**config.mk**
```make
export PLATFORM = sky130hd
export DESIGN_NAME = ntf_top
export DESIGN_NICKNAME = d
export VERILOG_FILES = /design/src/ntf_pkg.sv /design/src/ntf_top.sv
export SDC_FILE = /design/constraint.sdc
export NUM_CORES = 1
export LEC_CHECK = 0
export ABC_AREA = 1
export BUFFER_PORTS_ARGS = -buffer_cell sky130_fd_sc_hd__buf_2
export CORE_MARGIN = 2
export CORE_UTILIZATION = 59
export CTS_BUF_LIST = sky130_fd_sc_hd__clkbuf_4 sky130_fd_sc_hd__clkbuf_8 sky130_fd_sc_hd__clkbuf_16
export CTS_CLUSTER_DIAMETER = 120
export DETAILED_ROUTE_END_ITERATION = 6
export PLACE_DENSITY_LB_ADDON = 0.15
export SLEW_MARGIN = 20
export SYNTH_ARGS = -nofsm -noshare
export SYNTH_HDL_FRONTEND = slang
export SYNTH_SLANG_ARGS = --single-unit
```
**constraint.sdc**
```tcl
create_clock -name clk_i -period 11.8 [get_ports clk_i]
set_input_delay 1.18 -clock clk_i [delete_from_list [all_inputs] [get_ports clk_i]]
set_output_delay 1.18 -clock clk_i [all_outputs]
set_load 0.02 [all_outputs]
```
**src/ntf_pkg.sv**
```systemverilog
// shared constants and carrier types for the target field configuration bank
// How it works
// - collision level register clears at power-on and while enable is low
// - collision level bit 7 disables the clock extractor
// - collision bits 2..0 set threshold; comparator shows in status bit 6
// - identifier register stores card or target identifier bytes
// - length field 00=4, 01=7, 10=10 bytes, 11 prohibited
// - wake-up bit 5 enables automatic single-device detection using identifier
// - wake-up bit 3 selects extended rf measurement range
// - wake-up bits 2..0 set wake threshold; zero turns detection off
// - wake-up register survives power-down; cleared only by main supply power-up
// - status bits 7 and 6 follow comparators live, never latched
// - interrupt status 0x04 on field detect, 0x08 on detection done
package ntf_pkg;
  localparam logic [7:0] NTF_OFS_COLL = 8'h16;
  localparam logic [7:0] NTF_OFS_ID = 8'h17;
  localparam logic [7:0] NTF_OFS_WAKE = 8'h18;
  localparam logic [7:0] NTF_OFS_STAT = 8'h19;
  localparam logic [7:0] NTF_RST_COLL = 8'h00;
  localparam logic [7:0] NTF_RST_WAKE = 8'h00;
  localparam int NTF_BIT_CLEX = 7;
  localparam int NTF_BIT_LEN_HI = 7;
  localparam int NTF_BIT_LEN_LO = 6;
  localparam int NTF_BIT_SDD = 5;
  localparam int NTF_BIT_HIRF = 3;
  localparam int NTF_BIT_WAKE_CMP = 7;
  localparam int NTF_BIT_COLL_CMP = 6;
  localparam int NTF_ID_MAX = 10;
  localparam logic [7:0] NTF_IRQ_FIELD = 8'h04;
  localparam logic [7:0] NTF_IRQ_SDD = 8'h08;
  typedef struct packed {
    logic wr;         // write strobe, one cycle
    logic rd;         // read strobe, one cycle
    logic cont;       // continuous-mode burst in progress
    logic [7:0] addr; // register address
    logic [7:0] data; // write data
  } ntf_req_s;
  typedef struct packed {
    logic clex_dis;
    logic [2:0] coll_lvl;
    logic sdd_en;
    logic extended_rf_range;
    logic [2:0] wake_lvl;
    logic [3:0] id_bytes;
  } ntf_cfg_s;
endpackage

```
**src/ntf_top.sv**
```systemverilog
// target field configuration register bank
`timescale 1ns/1ns
module ntf_top (
  input wire logic clk_i,                     // 125 MHz core clock
  input wire logic rst_i,                     // main supply power-on reset
  input wire logic core_por_i,                // core supply power-on reset, sync
  input wire logic chip_en_i,                 // chip enable pin, async
  input wire logic ce_i,                      // clock enable
  input wire ntf_pkg::ntf_req_s req_i,        // host register access
  input wire logic wakeup_comparator_out_i,   // wake-up comparator pin, async
  input wire logic collision_comparator_out_i, // collision comparator pin, async
  input wire logic sdd_done_i,                // detection state machine done, pulse
  output logic [7:0] rdata_o,                 // read data, registered
  output logic rvalid_o,                      // read data valid, pulse
  output ntf_pkg::ntf_cfg_s cfg_o,            // configuration to analog/protocol
  output logic [79:0] target_identifier_o,    // stored identifier bytes
  output logic len_err_o,                     // length field holds prohibited code
  output logic irq_o,                         // interrupt request level
  output logic [7:0] irq_stat_o               // interrupt status code
);
  import ntf_pkg::*;

  function automatic logic [3:0] id_len(input logic [1:0] code);
    unique case (code)
      2'b00: id_len = 4'd4;
      2'b01: id_len = 4'd7;
      2'b10: id_len = 4'd10;
      default: id_len = 4'd0;
    endcase
  endfunction

  logic [1:0] en_s_r, wk_s_r, cl_s_r;
  logic [7:0] coll_r, coll_nxt, wake_r, wake_nxt;
  logic [7:0] id_r [NTF_ID_MAX];
  logic [7:0] id_nxt [NTF_ID_MAX];
  logic [3:0] idx_r, idx_nxt;
  logic prev_cont_r, prev_cont_nxt, field_r, field_nxt;
  logic [7:0] rdata_nxt, irqs_nxt;
  logic rvalid_nxt, irq_nxt;
  logic en_ok, field_now;

  assign en_ok = en_s_r[1];
  assign field_now = (wake_r[2:0] != 3'd0) && wk_s_r[1];

  // pins cross two flops; only stage two is read, so no metastable fan-out

  always_ff @(posedge clk_i or posedge rst_i) begin
    if (rst_i) begin
      en_s_r <= 2'b00;
      wk_s_r <= 2'b00;
      cl_s_r <= 2'b00;
    end else if (ce_i) begin
      en_s_r <= {en_s_r[0], chip_en_i};
      wk_s_r <= {wk_s_r[0], wakeup_comparator_out_i};
      cl_s_r <= {cl_s_r[0], collision_comparator_out_i};
    end
  end

  always_comb begin
    coll_nxt = coll_r;
    wake_nxt = wake_r;
    idx_nxt = idx_r;
    prev_cont_nxt = req_i.cont;
    for (int i = 0; i < NTF_ID_MAX; i++) begin
      id_nxt[i] = id_r[i];
    end
    if (req_i.wr && req_i.addr == NTF_OFS_COLL) begin
      coll_nxt = req_i.data;
    end
    if (req_i.wr && req_i.addr == NTF_OFS_WAKE) begin
      wake_nxt = req_i.data;
    end
    if (!req_i.cont || !prev_cont_r) begin
      idx_nxt = 4'd0;
    end
    // burst bytes fill successive slots; bytes past the length are dropped, but the 4-bit index wraps so burst byte 17 refills slot 0
    if (req_i.wr && req_i.addr == NTF_OFS_ID) begin
      if (idx_nxt < id_len(wake_r[7:6])) begin
        id_nxt[idx_nxt] = req_i.data;
      end
      idx_nxt = req_i.cont ? 4'(idx_nxt + 4'd1) : 4'd0;
    end
    if (!en_ok || core_por_i) begin
      coll_nxt = NTF_RST_COLL;
    end
  end

  always_ff @(posedge clk_i or posedge rst_i) begin
    if (rst_i) begin
      coll_r <= NTF_RST_COLL;
      wake_r <= NTF_RST_WAKE;
      idx_r <= 4'd0;
      prev_cont_r <= 1'b0;
      for (int i = 0; i < NTF_ID_MAX; i++) begin
        id_r[i] <= 8'h00;
      end
    end else if (ce_i) begin
      coll_r <= coll_nxt;
      wake_r <= wake_nxt;
      idx_r <= idx_nxt;
      prev_cont_r <= prev_cont_nxt;
      for (int i = 0; i < NTF_ID_MAX; i++) begin
        id_r[i] <= id_nxt[i];
      end
    end
  end

  always_comb begin
    rdata_nxt = 8'h00;
    rvalid_nxt = req_i.rd;
    field_nxt = field_now;
    irq_nxt = irq_o;
    irqs_nxt = irq_stat_o;
    unique case (req_i.addr)
      NTF_OFS_COLL: rdata_nxt = coll_r;
      NTF_OFS_ID: rdata_nxt = id_r[0];
      NTF_OFS_WAKE: rdata_nxt = wake_r;
      NTF_OFS_STAT: begin
        rdata_nxt[NTF_BIT_WAKE_CMP] = wk_s_r[1];
        rdata_nxt[NTF_BIT_COLL_CMP] = cl_s_r[1];
      end
      default: rdata_nxt = 8'h00;
    endcase
    if (!req_i.rd) begin
      rdata_nxt = 8'h00;
    end
    // reading the status clears the request; a new event the same cycle wins
    if (req_i.rd && req_i.addr == NTF_OFS_STAT) begin
      irq_nxt = 1'b0;
    end
    if (field_now && !field_r) begin
      irq_nxt = 1'b1;
      irqs_nxt = NTF_IRQ_FIELD;
    end
    if (sdd_done_i && wake_r[NTF_BIT_SDD]) begin
      irq_nxt = 1'b1;
      irqs_nxt = NTF_IRQ_SDD;
    end
  end

  always_ff @(posedge clk_i or posedge rst_i) begin
    if (rst_i) begin
      rdata_o <= 8'h00;
      rvalid_o <= 1'b0;
      field_r <= 1'b0;
      irq_o <= 1'b0;
      irq_stat_o <= 8'h00;
      cfg_o <= '0;
      len_err_o <= 1'b0;
      target_identifier_o <= '0;
    end else if (ce_i) begin
      rdata_o <= rdata_nxt;
      rvalid_o <= rvalid_nxt;
      field_r <= field_nxt;
      irq_o <= irq_nxt;
      irq_stat_o <= irqs_nxt;
      cfg_o.clex_dis <= coll_nxt[NTF_BIT_CLEX];
      cfg_o.coll_lvl <= coll_nxt[2:0];
      cfg_o.sdd_en <= wake_nxt[NTF_BIT_SDD];
      cfg_o.extended_rf_range <= wake_nxt[NTF_BIT_HIRF];
      cfg_o.wake_lvl <= wake_nxt[2:0];
      cfg_o.id_bytes <= id_len(wake_nxt[7:6]);
      len_err_o <= wake_nxt[NTF_BIT_LEN_HI] && wake_nxt[NTF_BIT_LEN_LO];
      for (int i = 0; i < NTF_ID_MAX; i++) begin
        target_identifier_o[i*8 +: 8] <= id_nxt[i];
      end
    end
  end

  coll_reset_a: assert property (@(posedge clk_i) disable iff (rst_i)
    ce_i && !en_ok |=> coll_r == NTF_RST_COLL) else $error("collision level not cleared");
  wake_keep_a: assert property (@(posedge clk_i) disable iff (rst_i)
    ce_i && !en_ok && !(req_i.wr && req_i.addr == NTF_OFS_WAKE) |=> $stable(wake_r))
    else $error("wake level lost");
  clex_out_a: assert property (@(posedge clk_i) disable iff (rst_i)
    ce_i && req_i.wr && req_i.addr == NTF_OFS_COLL && en_ok && !core_por_i |=>
    cfg_o.clex_dis == $past(req_i.data[NTF_BIT_CLEX]))
    else $error("clock extractor disable wrong");
  coll_lvl_a: assert property (@(posedge clk_i) disable iff (rst_i)
    ce_i && req_i.wr && req_i.addr == NTF_OFS_COLL && en_ok && !core_por_i |=>
    cfg_o.coll_lvl == $past(req_i.data[2:0]))
    else $error("collision threshold not applied");
  stat_live_a: assert property (@(posedge clk_i) disable iff (rst_i)
    ce_i && req_i.rd && req_i.addr == NTF_OFS_STAT |=> rdata_o[7:6] == $past({wk_s_r[1], cl_s_r[1]}))
    else $error("status comparators wrong");
  len_code_a: assert property (@(posedge clk_i) disable iff (rst_i)
    ce_i && req_i.wr && req_i.addr == NTF_OFS_WAKE |=>
    cfg_o.id_bytes == ($past(req_i.data[7:6]) == 2'b00 ? 4'd4 :
    $past(req_i.data[7:6]) == 2'b01 ? 4'd7 : $past(req_i.data[7:6]) == 2'b10 ? 4'd10 : 4'd0))
    else $error("length decode wrong");
  len_err_a: assert property (@(posedge clk_i) disable iff (rst_i)
    ce_i && req_i.wr && req_i.addr == NTF_OFS_WAKE |=>
    len_err_o == ($past(req_i.data[7:6]) == 2'b11))
    else $error("prohibited length not flagged");
  sdd_cfg_a: assert property (@(posedge clk_i) disable iff (rst_i)
    ce_i && req_i.wr && req_i.addr == NTF_OFS_WAKE |=>
    cfg_o.sdd_en == $past(req_i.data[NTF_BIT_SDD]))
    else $error("auto detection enable wrong");
  range_cfg_a: assert property (@(posedge clk_i) disable iff (rst_i)
    ce_i && req_i.wr && req_i.addr == NTF_OFS_WAKE |=>
    cfg_o.extended_rf_range == $past(req_i.data[NTF_BIT_HIRF]))
    else $error("extended range select wrong");
  wake_lvl_a: assert property (@(posedge clk_i) disable iff (rst_i)
    ce_i && req_i.wr && req_i.addr == NTF_OFS_WAKE |=>
    cfg_o.wake_lvl == $past(req_i.data[2:0]))
    else $error("wake threshold not applied");
  sdd_irq_a: assert property (@(posedge clk_i) disable iff (rst_i)
    ce_i && sdd_done_i && wake_r[NTF_BIT_SDD] |=> irq_o && irq_stat_o == NTF_IRQ_SDD)
    else $error("detection interrupt missing");
  field_irq_a: assert property (@(posedge clk_i) disable iff (rst_i)
    ce_i && wake_r[2:0] == 3'd0 && !sdd_done_i |=> irq_stat_o == $past(irq_stat_o))
    else $error("field event with detection off");
  field_set_a: assert property (@(posedge clk_i) disable iff (rst_i)
    ce_i && field_now && !field_r |=>
    irq_o && (irq_stat_o == NTF_IRQ_FIELD || irq_stat_o == NTF_IRQ_SDD))
    else $error("field interrupt missing");
  id_store_a: assert property (@(posedge clk_i) disable iff (rst_i)
    ce_i && req_i.wr && req_i.addr == NTF_OFS_ID && !prev_cont_r && wake_r[7:6] != 2'b11 |=>
    target_identifier_o[7:0] == $past(req_i.data))
    else $error("identifier not stored");
  id_drop_a: assert property (@(posedge clk_i) disable iff (rst_i)
    ce_i && req_i.wr && req_i.addr == NTF_OFS_ID && wake_r[7:6] == 2'b11 |=>
    target_identifier_o == $past(target_identifier_o))
    else $error("identifier stored with prohibited length");
  wake_stat_a: assert property (@(posedge clk_i) disable iff (rst_i)
    ce_i && req_i.rd && req_i.addr == NTF_OFS_STAT |=>
    rvalid_o && rdata_o[NTF_BIT_WAKE_CMP] == $past(wk_s_r[1]))
    else $error("wake comparator not reported");

  wake_wr_c: cover property (@(posedge clk_i) req_i.wr && req_i.addr == NTF_OFS_WAKE);
  id_burst_c: cover property (@(posedge clk_i) req_i.wr && req_i.cont && idx_r == 4'd9);
  field_c: cover property (@(posedge clk_i) irq_stat_o == NTF_IRQ_FIELD);
  sdd_c: cover property (@(posedge clk_i) irq_stat_o == NTF_IRQ_SDD);
  len_err_c: cover property (@(posedge clk_i) len_err_o);
endmodule

```
* Word level (Yosys, flattened, before mapping)
Cells that the tools add are included.
Operators by class: divide/modulo/power cells 0, bitwise gates (word level) 1, $add $sub $neg 1, reduce and logical (&&, ||, !) cells 25, multipliers 0, equal/unequal tests 8, muxes and demuxes 22, shift-type cells 0, order comparisons 3
Operator list (number):
- two-way mux 80 bit | 2
- bitwise mux 80 bit | 1
- two-way mux 8 bit | 7
- demux 8 bit (select 4 bit) | 1
- == test 8 x 5 -> 1 bit, second input constant | 4
- one-hot mux 4 bit (3 select lines) | 2
- one-hot mux 6 bit (3 select lines) | 1
- two-way mux 4 bit | 4
- logical AND 1 bit | 9
- one-hot mux 2 bit (4 select lines) | 1
- AND reduction 2 bit | 4
- nonzero test 3 bit | 2
- greater-or-equal comparator 5 bit, second input constant | 1
- less-than comparator 5 x 1 -> 1 bit, second input constant | 1
- inverter 4 -> 5 bit | 1
- adder 4 x 1 -> 4 bit, second input constant | 1
- == test 2 x 1 -> 1 bit, second input constant | 2
- == test 2 bit, second input constant | 2
- logical NOT 1 bit | 4
- logical NOT 2 bit | 2
- less-than comparator 4 bit | 1
- nonzero test 2 bit | 2
- two-way mux 1 bit | 3
- logical OR 1 bit | 2
Storage, ports and cells: logic and storage cells 92, memory bits (writable) 0, latch bits 0, flip-flop bits (word level) 220, bits in read-only memories 0, memories kept 0

* Logic depth before layout (Yosys ltp)
depth after elaboration 11, mapped depth 13

* Least setup slack after synthesis
No wires, ideal clock.
path type input port to flip-flop, start in req_i[16] (netlist name), end reg id_r[62] (netlist name), cell stages on the path 10, library setup time 0.118 ns, arrival time 2.495 ns, path slack 9.186 ns, data required time 11.682 ns, cell sequence nand2_2 nor2_1 ha_1 nand2_1 nand2_1 nand3_2 buf_6 nand4_2 nand2_1 nand2_1
On the way: word-level cells in the longest chain between the ends 11, elaborated cells between the ends (all ways) 13, classes of those cells order compare (3); mux (6); bitwise (1); reduce/logical (3)
RTL lines:
- start, declared | line ntf_top.sv:9 | input wire ntf_pkg::ntf_req_s req_i,
- logical NOT 1 bit (*) | line ntf_top.sv:73 | if (!req_i.cont || !prev_cont_r) begin
- logical OR 1 bit (*) | line ntf_top.sv:73
- two-way mux 4 bit (*) | line ntf_top.sv:73
- inverter 4 -> 5 bit (not written as such) | line ntf_top.sv:79 | id_nxt[idx_nxt] = req_i.data;
- greater-or-equal comparator 5 bit (not written as such) / less-than comparator 5 x 1 -> 1 bit (equally long branches) | line ntf_top.sv:79
- logical AND 1 bit (not written as such) | line ntf_top.sv:79
- two-way mux 8 bit (not written as such) | line ntf_top.sv:79
- demux 8 bit (select 4 bit) | line ntf_top.sv:79
- bitwise mux 80 bit | line ntf_top.sv:79
- two-way mux 80 bit (*) | line ntf_top.sv:78 | if (idx_nxt < id_len(wake_r[7:6])) begin
- two-way mux 80 bit (*) | line ntf_top.sv:77 | if (req_i.wr && req_i.addr == NTF_OFS_ID) begin
- end signal, assigned by index | line ntf_top.sv:103 | id_r[i] <= id_nxt[i];
- end, declared | line ntf_top.sv:34 | logic [7:0] id_r [NTF_ID_MAX];
Mark *: on every way between the ends. The rest lies on a longest branch, timed or not. A chain may end at the register's enable or synchronous reset.

* Worst setup path in the final report
start in req_i[16] (netlist name), end reg id_r[18] (netlist name)
The elaborated chain is that of the path after synthesis.

==> qor.yml <==
power_and_ir_drop:
  internal_power_w: 0.000750
  power_frac_clock: 0.476
  power_switching_share: 0.266
  p_comb_frac: 0.088
  power_density_nw_per_um2: 134
  power_frac_seq: 0.436
  power_switching_w: 0.000271
  leakage_nw: 4.33
  p_total_w: 0.00102
  ir_worst_vdd_mv: 0.0903
synthesis:
  synth_area_um2: 6420
  synth_area_per_cell_um2: 8.30
  ys_warn_count: 0
  synthCells: 774
  ys_seq_area_frac: 0.487
  ys_types: 33
  synth_seq_cells: 125
setup_path:
  cp_data_required_time_ns: 12.22
  cp_data_arrival_time_ns: 3.43
  crit_type: "in -> reg"
  worstSetupStartpointType: "input port"
  r2r_cells: 10
  r2r_slack_ns: 9.13
  crit_path_end_kind: "flip-flop"
  r2r_start: "prev_cont_r"
  r2r-end: "id_r[18]"
  cp_max_fo: 80
sta:
  post-route-min-period_ns: 3.01
  rsz0062_at_grt: "no"
  slew_headroom: 0.471
  period_share: 0.255
  hold_violations: 0
  fmax_mhz: 332
  finalSetupViolCount: 0
  maxSlewViolCount: 0
  clock_skew_ns: 0.0113
  worst_pin_slew_ns: 0.794
  fin_tns_setup_ns: 0
floorplanning:
  die_w_um: 108
  coreArea_um2: 10700
  rows: 38
  die_h_um: 108
  io-pin-count: 139
  start_util: 0.598
  die-area_um2: 11700
placed_design:
  dp_hpwl_mm: 11.0
  place_congestion: 0.885
  dp_cells: 1008
  port_buffers: 132
hold_path:
  hp-class: "reg -> reg"
  min-delay-start: "irq_stat_o[2]"
  min_to: "irq_stat_o[2]"
  min_path_cells: 2
final_layout:
  antenna-diode-count: 0
  seq_area_um2: 3130
  nFillCells: 888
  layout.nets: 927
  most-common-layout-cells: "288 x nand2_1, 132 x buf_2, 125 x dfrtp_1, 93 x inv_1, 62 x nand4_1"
  layout_commonest_cell: "nand2_1"
  multi_input_area_um2: 2680
  areaGrowthSynthToFinish_pct: 18.4
  drive_above_1_share: 0.233
  instances_no_fill: 1040
clocking:
  clk_pin_slew_ns: 0.06
  cts_sinks: 125
  insertion_delay_ns: 0.53
  ctsResizeCount: 0
  tritoncts: "built"
  cts_buffers: 17
  clockBufferDepth: 2
  post_cts_buffers: 0
  htree_levels: 4
  clock-root-buffer: "clkbuf_8"
  hold_buffers: 0
run_status:
  violations: "design-rule violations"
  status: "complete, but fails checks"
global_route:
  grt_first_pass_wirelength_mm: 26.1
  first_global_vias: 5291
  grt_usage: 0.291
  met2_usage: 0.454
  grt_max_degree: 81
  grt.overflow.total: 0
  grt_most_used_layer: "met2"
  grt_use_met3: 0.0663
  use_met1: 0.389
  grt_antenna_before_repair: 0
detailed_routing:
  wl_per_cell_um: 15.5
  firstDrtPassIters: 7
  via_per_inst: 5.36
  ant_nets: 0
  drt_iter0_markers: 458
  vias: 5578
  post-route-drc-count: 4
  drt_wl_total_mm: 16.1
run:
  drv_cap: 0
cell usage after synthesis:
cell      number  share of area
a21boi_1       1         0.0012
a21oi_1        3         0.0023
a31oi_1        1        0.00097
buf_1          7         0.0041
buf_2         12         0.0093
buf_4         17          0.020
buf_6          2         0.0035
clkbuf_1       9         0.0053
clkinv_1       1        0.00058
conb_1         1        0.00058
dfrtp_1      125           0.49
ha_1          13          0.025
inv_1         94          0.055
inv_2          4         0.0023
nand2_1      288           0.17
nand2_2        4         0.0039
nand3_1       50          0.039
nand3_2        3         0.0047
nand3_4        4          0.011
nand4_1       62          0.060
nand4_2        1         0.0019
nand4_4        6          0.020
nor2_1        13         0.0076
nor2_2         5         0.0049
nor2_4         4         0.0070
nor2_8         5          0.016
nor3_1         1        0.00078
nor3_4         4          0.010
o21ai_0       19          0.015
o21ai_1       11         0.0086
or2_2          1        0.00097
or3_1          1        0.00097
xor2_1         2         0.0027
metal layers:
| metal | wire [um] | up-vias |
|---|---|---|
| met3 | 1210 | 37 |
| met1 | 6820 | 2611 |
| met2 | 7650 | 252 |
| met4 | 456 | 0 |
| met5 | 0 | - |
| li1 | - | 2678 |
through the flow:
stage | setup WS, ns | hold slack (ns) | util | area (um^2)
2_1_floorplan | 7.29 | 0.442 | - | 6440
3_3_place_gp | 8.51 | 0.450 | 0.656 | 7050
3_5_place_dp | 8.36 | 0.454 | 0.656 | 7050
4_1_cts | 8.84 | 0.469 | 0.708 | 7600
5_1_grt | 8.66 | 0.487 | 0.708 | 7600
6_report | 8.79 | 0.463 | 0.708 | 7600
area by class of cell:
type / instances / area share
clock inverters: 12 / 0.0151
clock buffers: 20 / 0.0582
multi-input cells: 508 / 0.352
well taps: 140 / 0.0230
inverters: 99 / 0.0492
repair buffers: 136 / 0.0908
flip-flops and latches: 125 / 0.411
cells by family after synthesis:
group                      after synthesis  share of synthesized area
DFF                                    125                      0.487
adders and majority gates               13                     0.0253
AOI/OAI and AO/OA                       35                     0.0278
buffers and inverters                  146                     0.0999
and+or+nand+nor                        452                      0.357
xor gates and xnor gates                 2                    0.00273
other                                    1                   0.000584
flip-flops by register name (all words and copies together), names as in the netlist:
| signal | flops |
|---|---|
| rvalid_o | 1 |
| field_r | 1 |
| rdata_o | 8 |
| wake_r | 8 |
| coll_r | 8 |
| en_s_r | 2 |
| cfg_o | 4 |
| cl_s_r | 2 |
| idx_r | 4 |
| len_err_o | 1 |
| id_r | 71 |
| irq_o | 1 |
| prev_cont_r | 1 |
| wk_s_r | 2 |
| irq_stat_o | 2 |
| target_identifier_o | 9 |
how the worst max path moves through the flow:
| stage | start | endpoint | depth (start not counted) | slack, ns |
|---|---|---|---|---|
| after global placement | req_i[16] | id_r[65] | 11 | 8.51 |
| after detailed placement | req_i[16] | id_r[2] | 11 | 8.36 |
| after floorplan | rst_i | cfg_o[0] | 1 | 7.29 |
| final | req_i[16] | id_r[18] | 11 | 8.79 |
| after global routing | req_i[16] | id_r[0] | 11 | 8.66 |
| after CTS | req_i[16] | id_r[2] | 11 | 8.84 |
critical path, stage by stage:
cell and delay (ns):
buf_2 0.16, nand2_2 0.09, nor2_1 0.34, ha_1 0.32
a21oi_1 0.17, nor2_1 0.10, nor2_4 0.09, buf_4 0.59
nand3_1 0.18, nand2_1 0.12, inv_1 0.05
power groups by stage:
stage | clock [W] | combinational, W | sequential (W)
2_1_floorplan | 0 | 0.0000574 | 0.000460
3_3_place_gp | 0 | 0.0000867 | 0.000453
3_5_place_dp | 0 | 0.0000898 | 0.000453
4_1_cts | 0.000490 | 0.0000900 | 0.000446
5_1_grt | 0.000508 | 0.0000989 | 0.000446
6_report | 0.000486 | 0.0000899 | 0.000446
(Power assumes the default switching activity.)
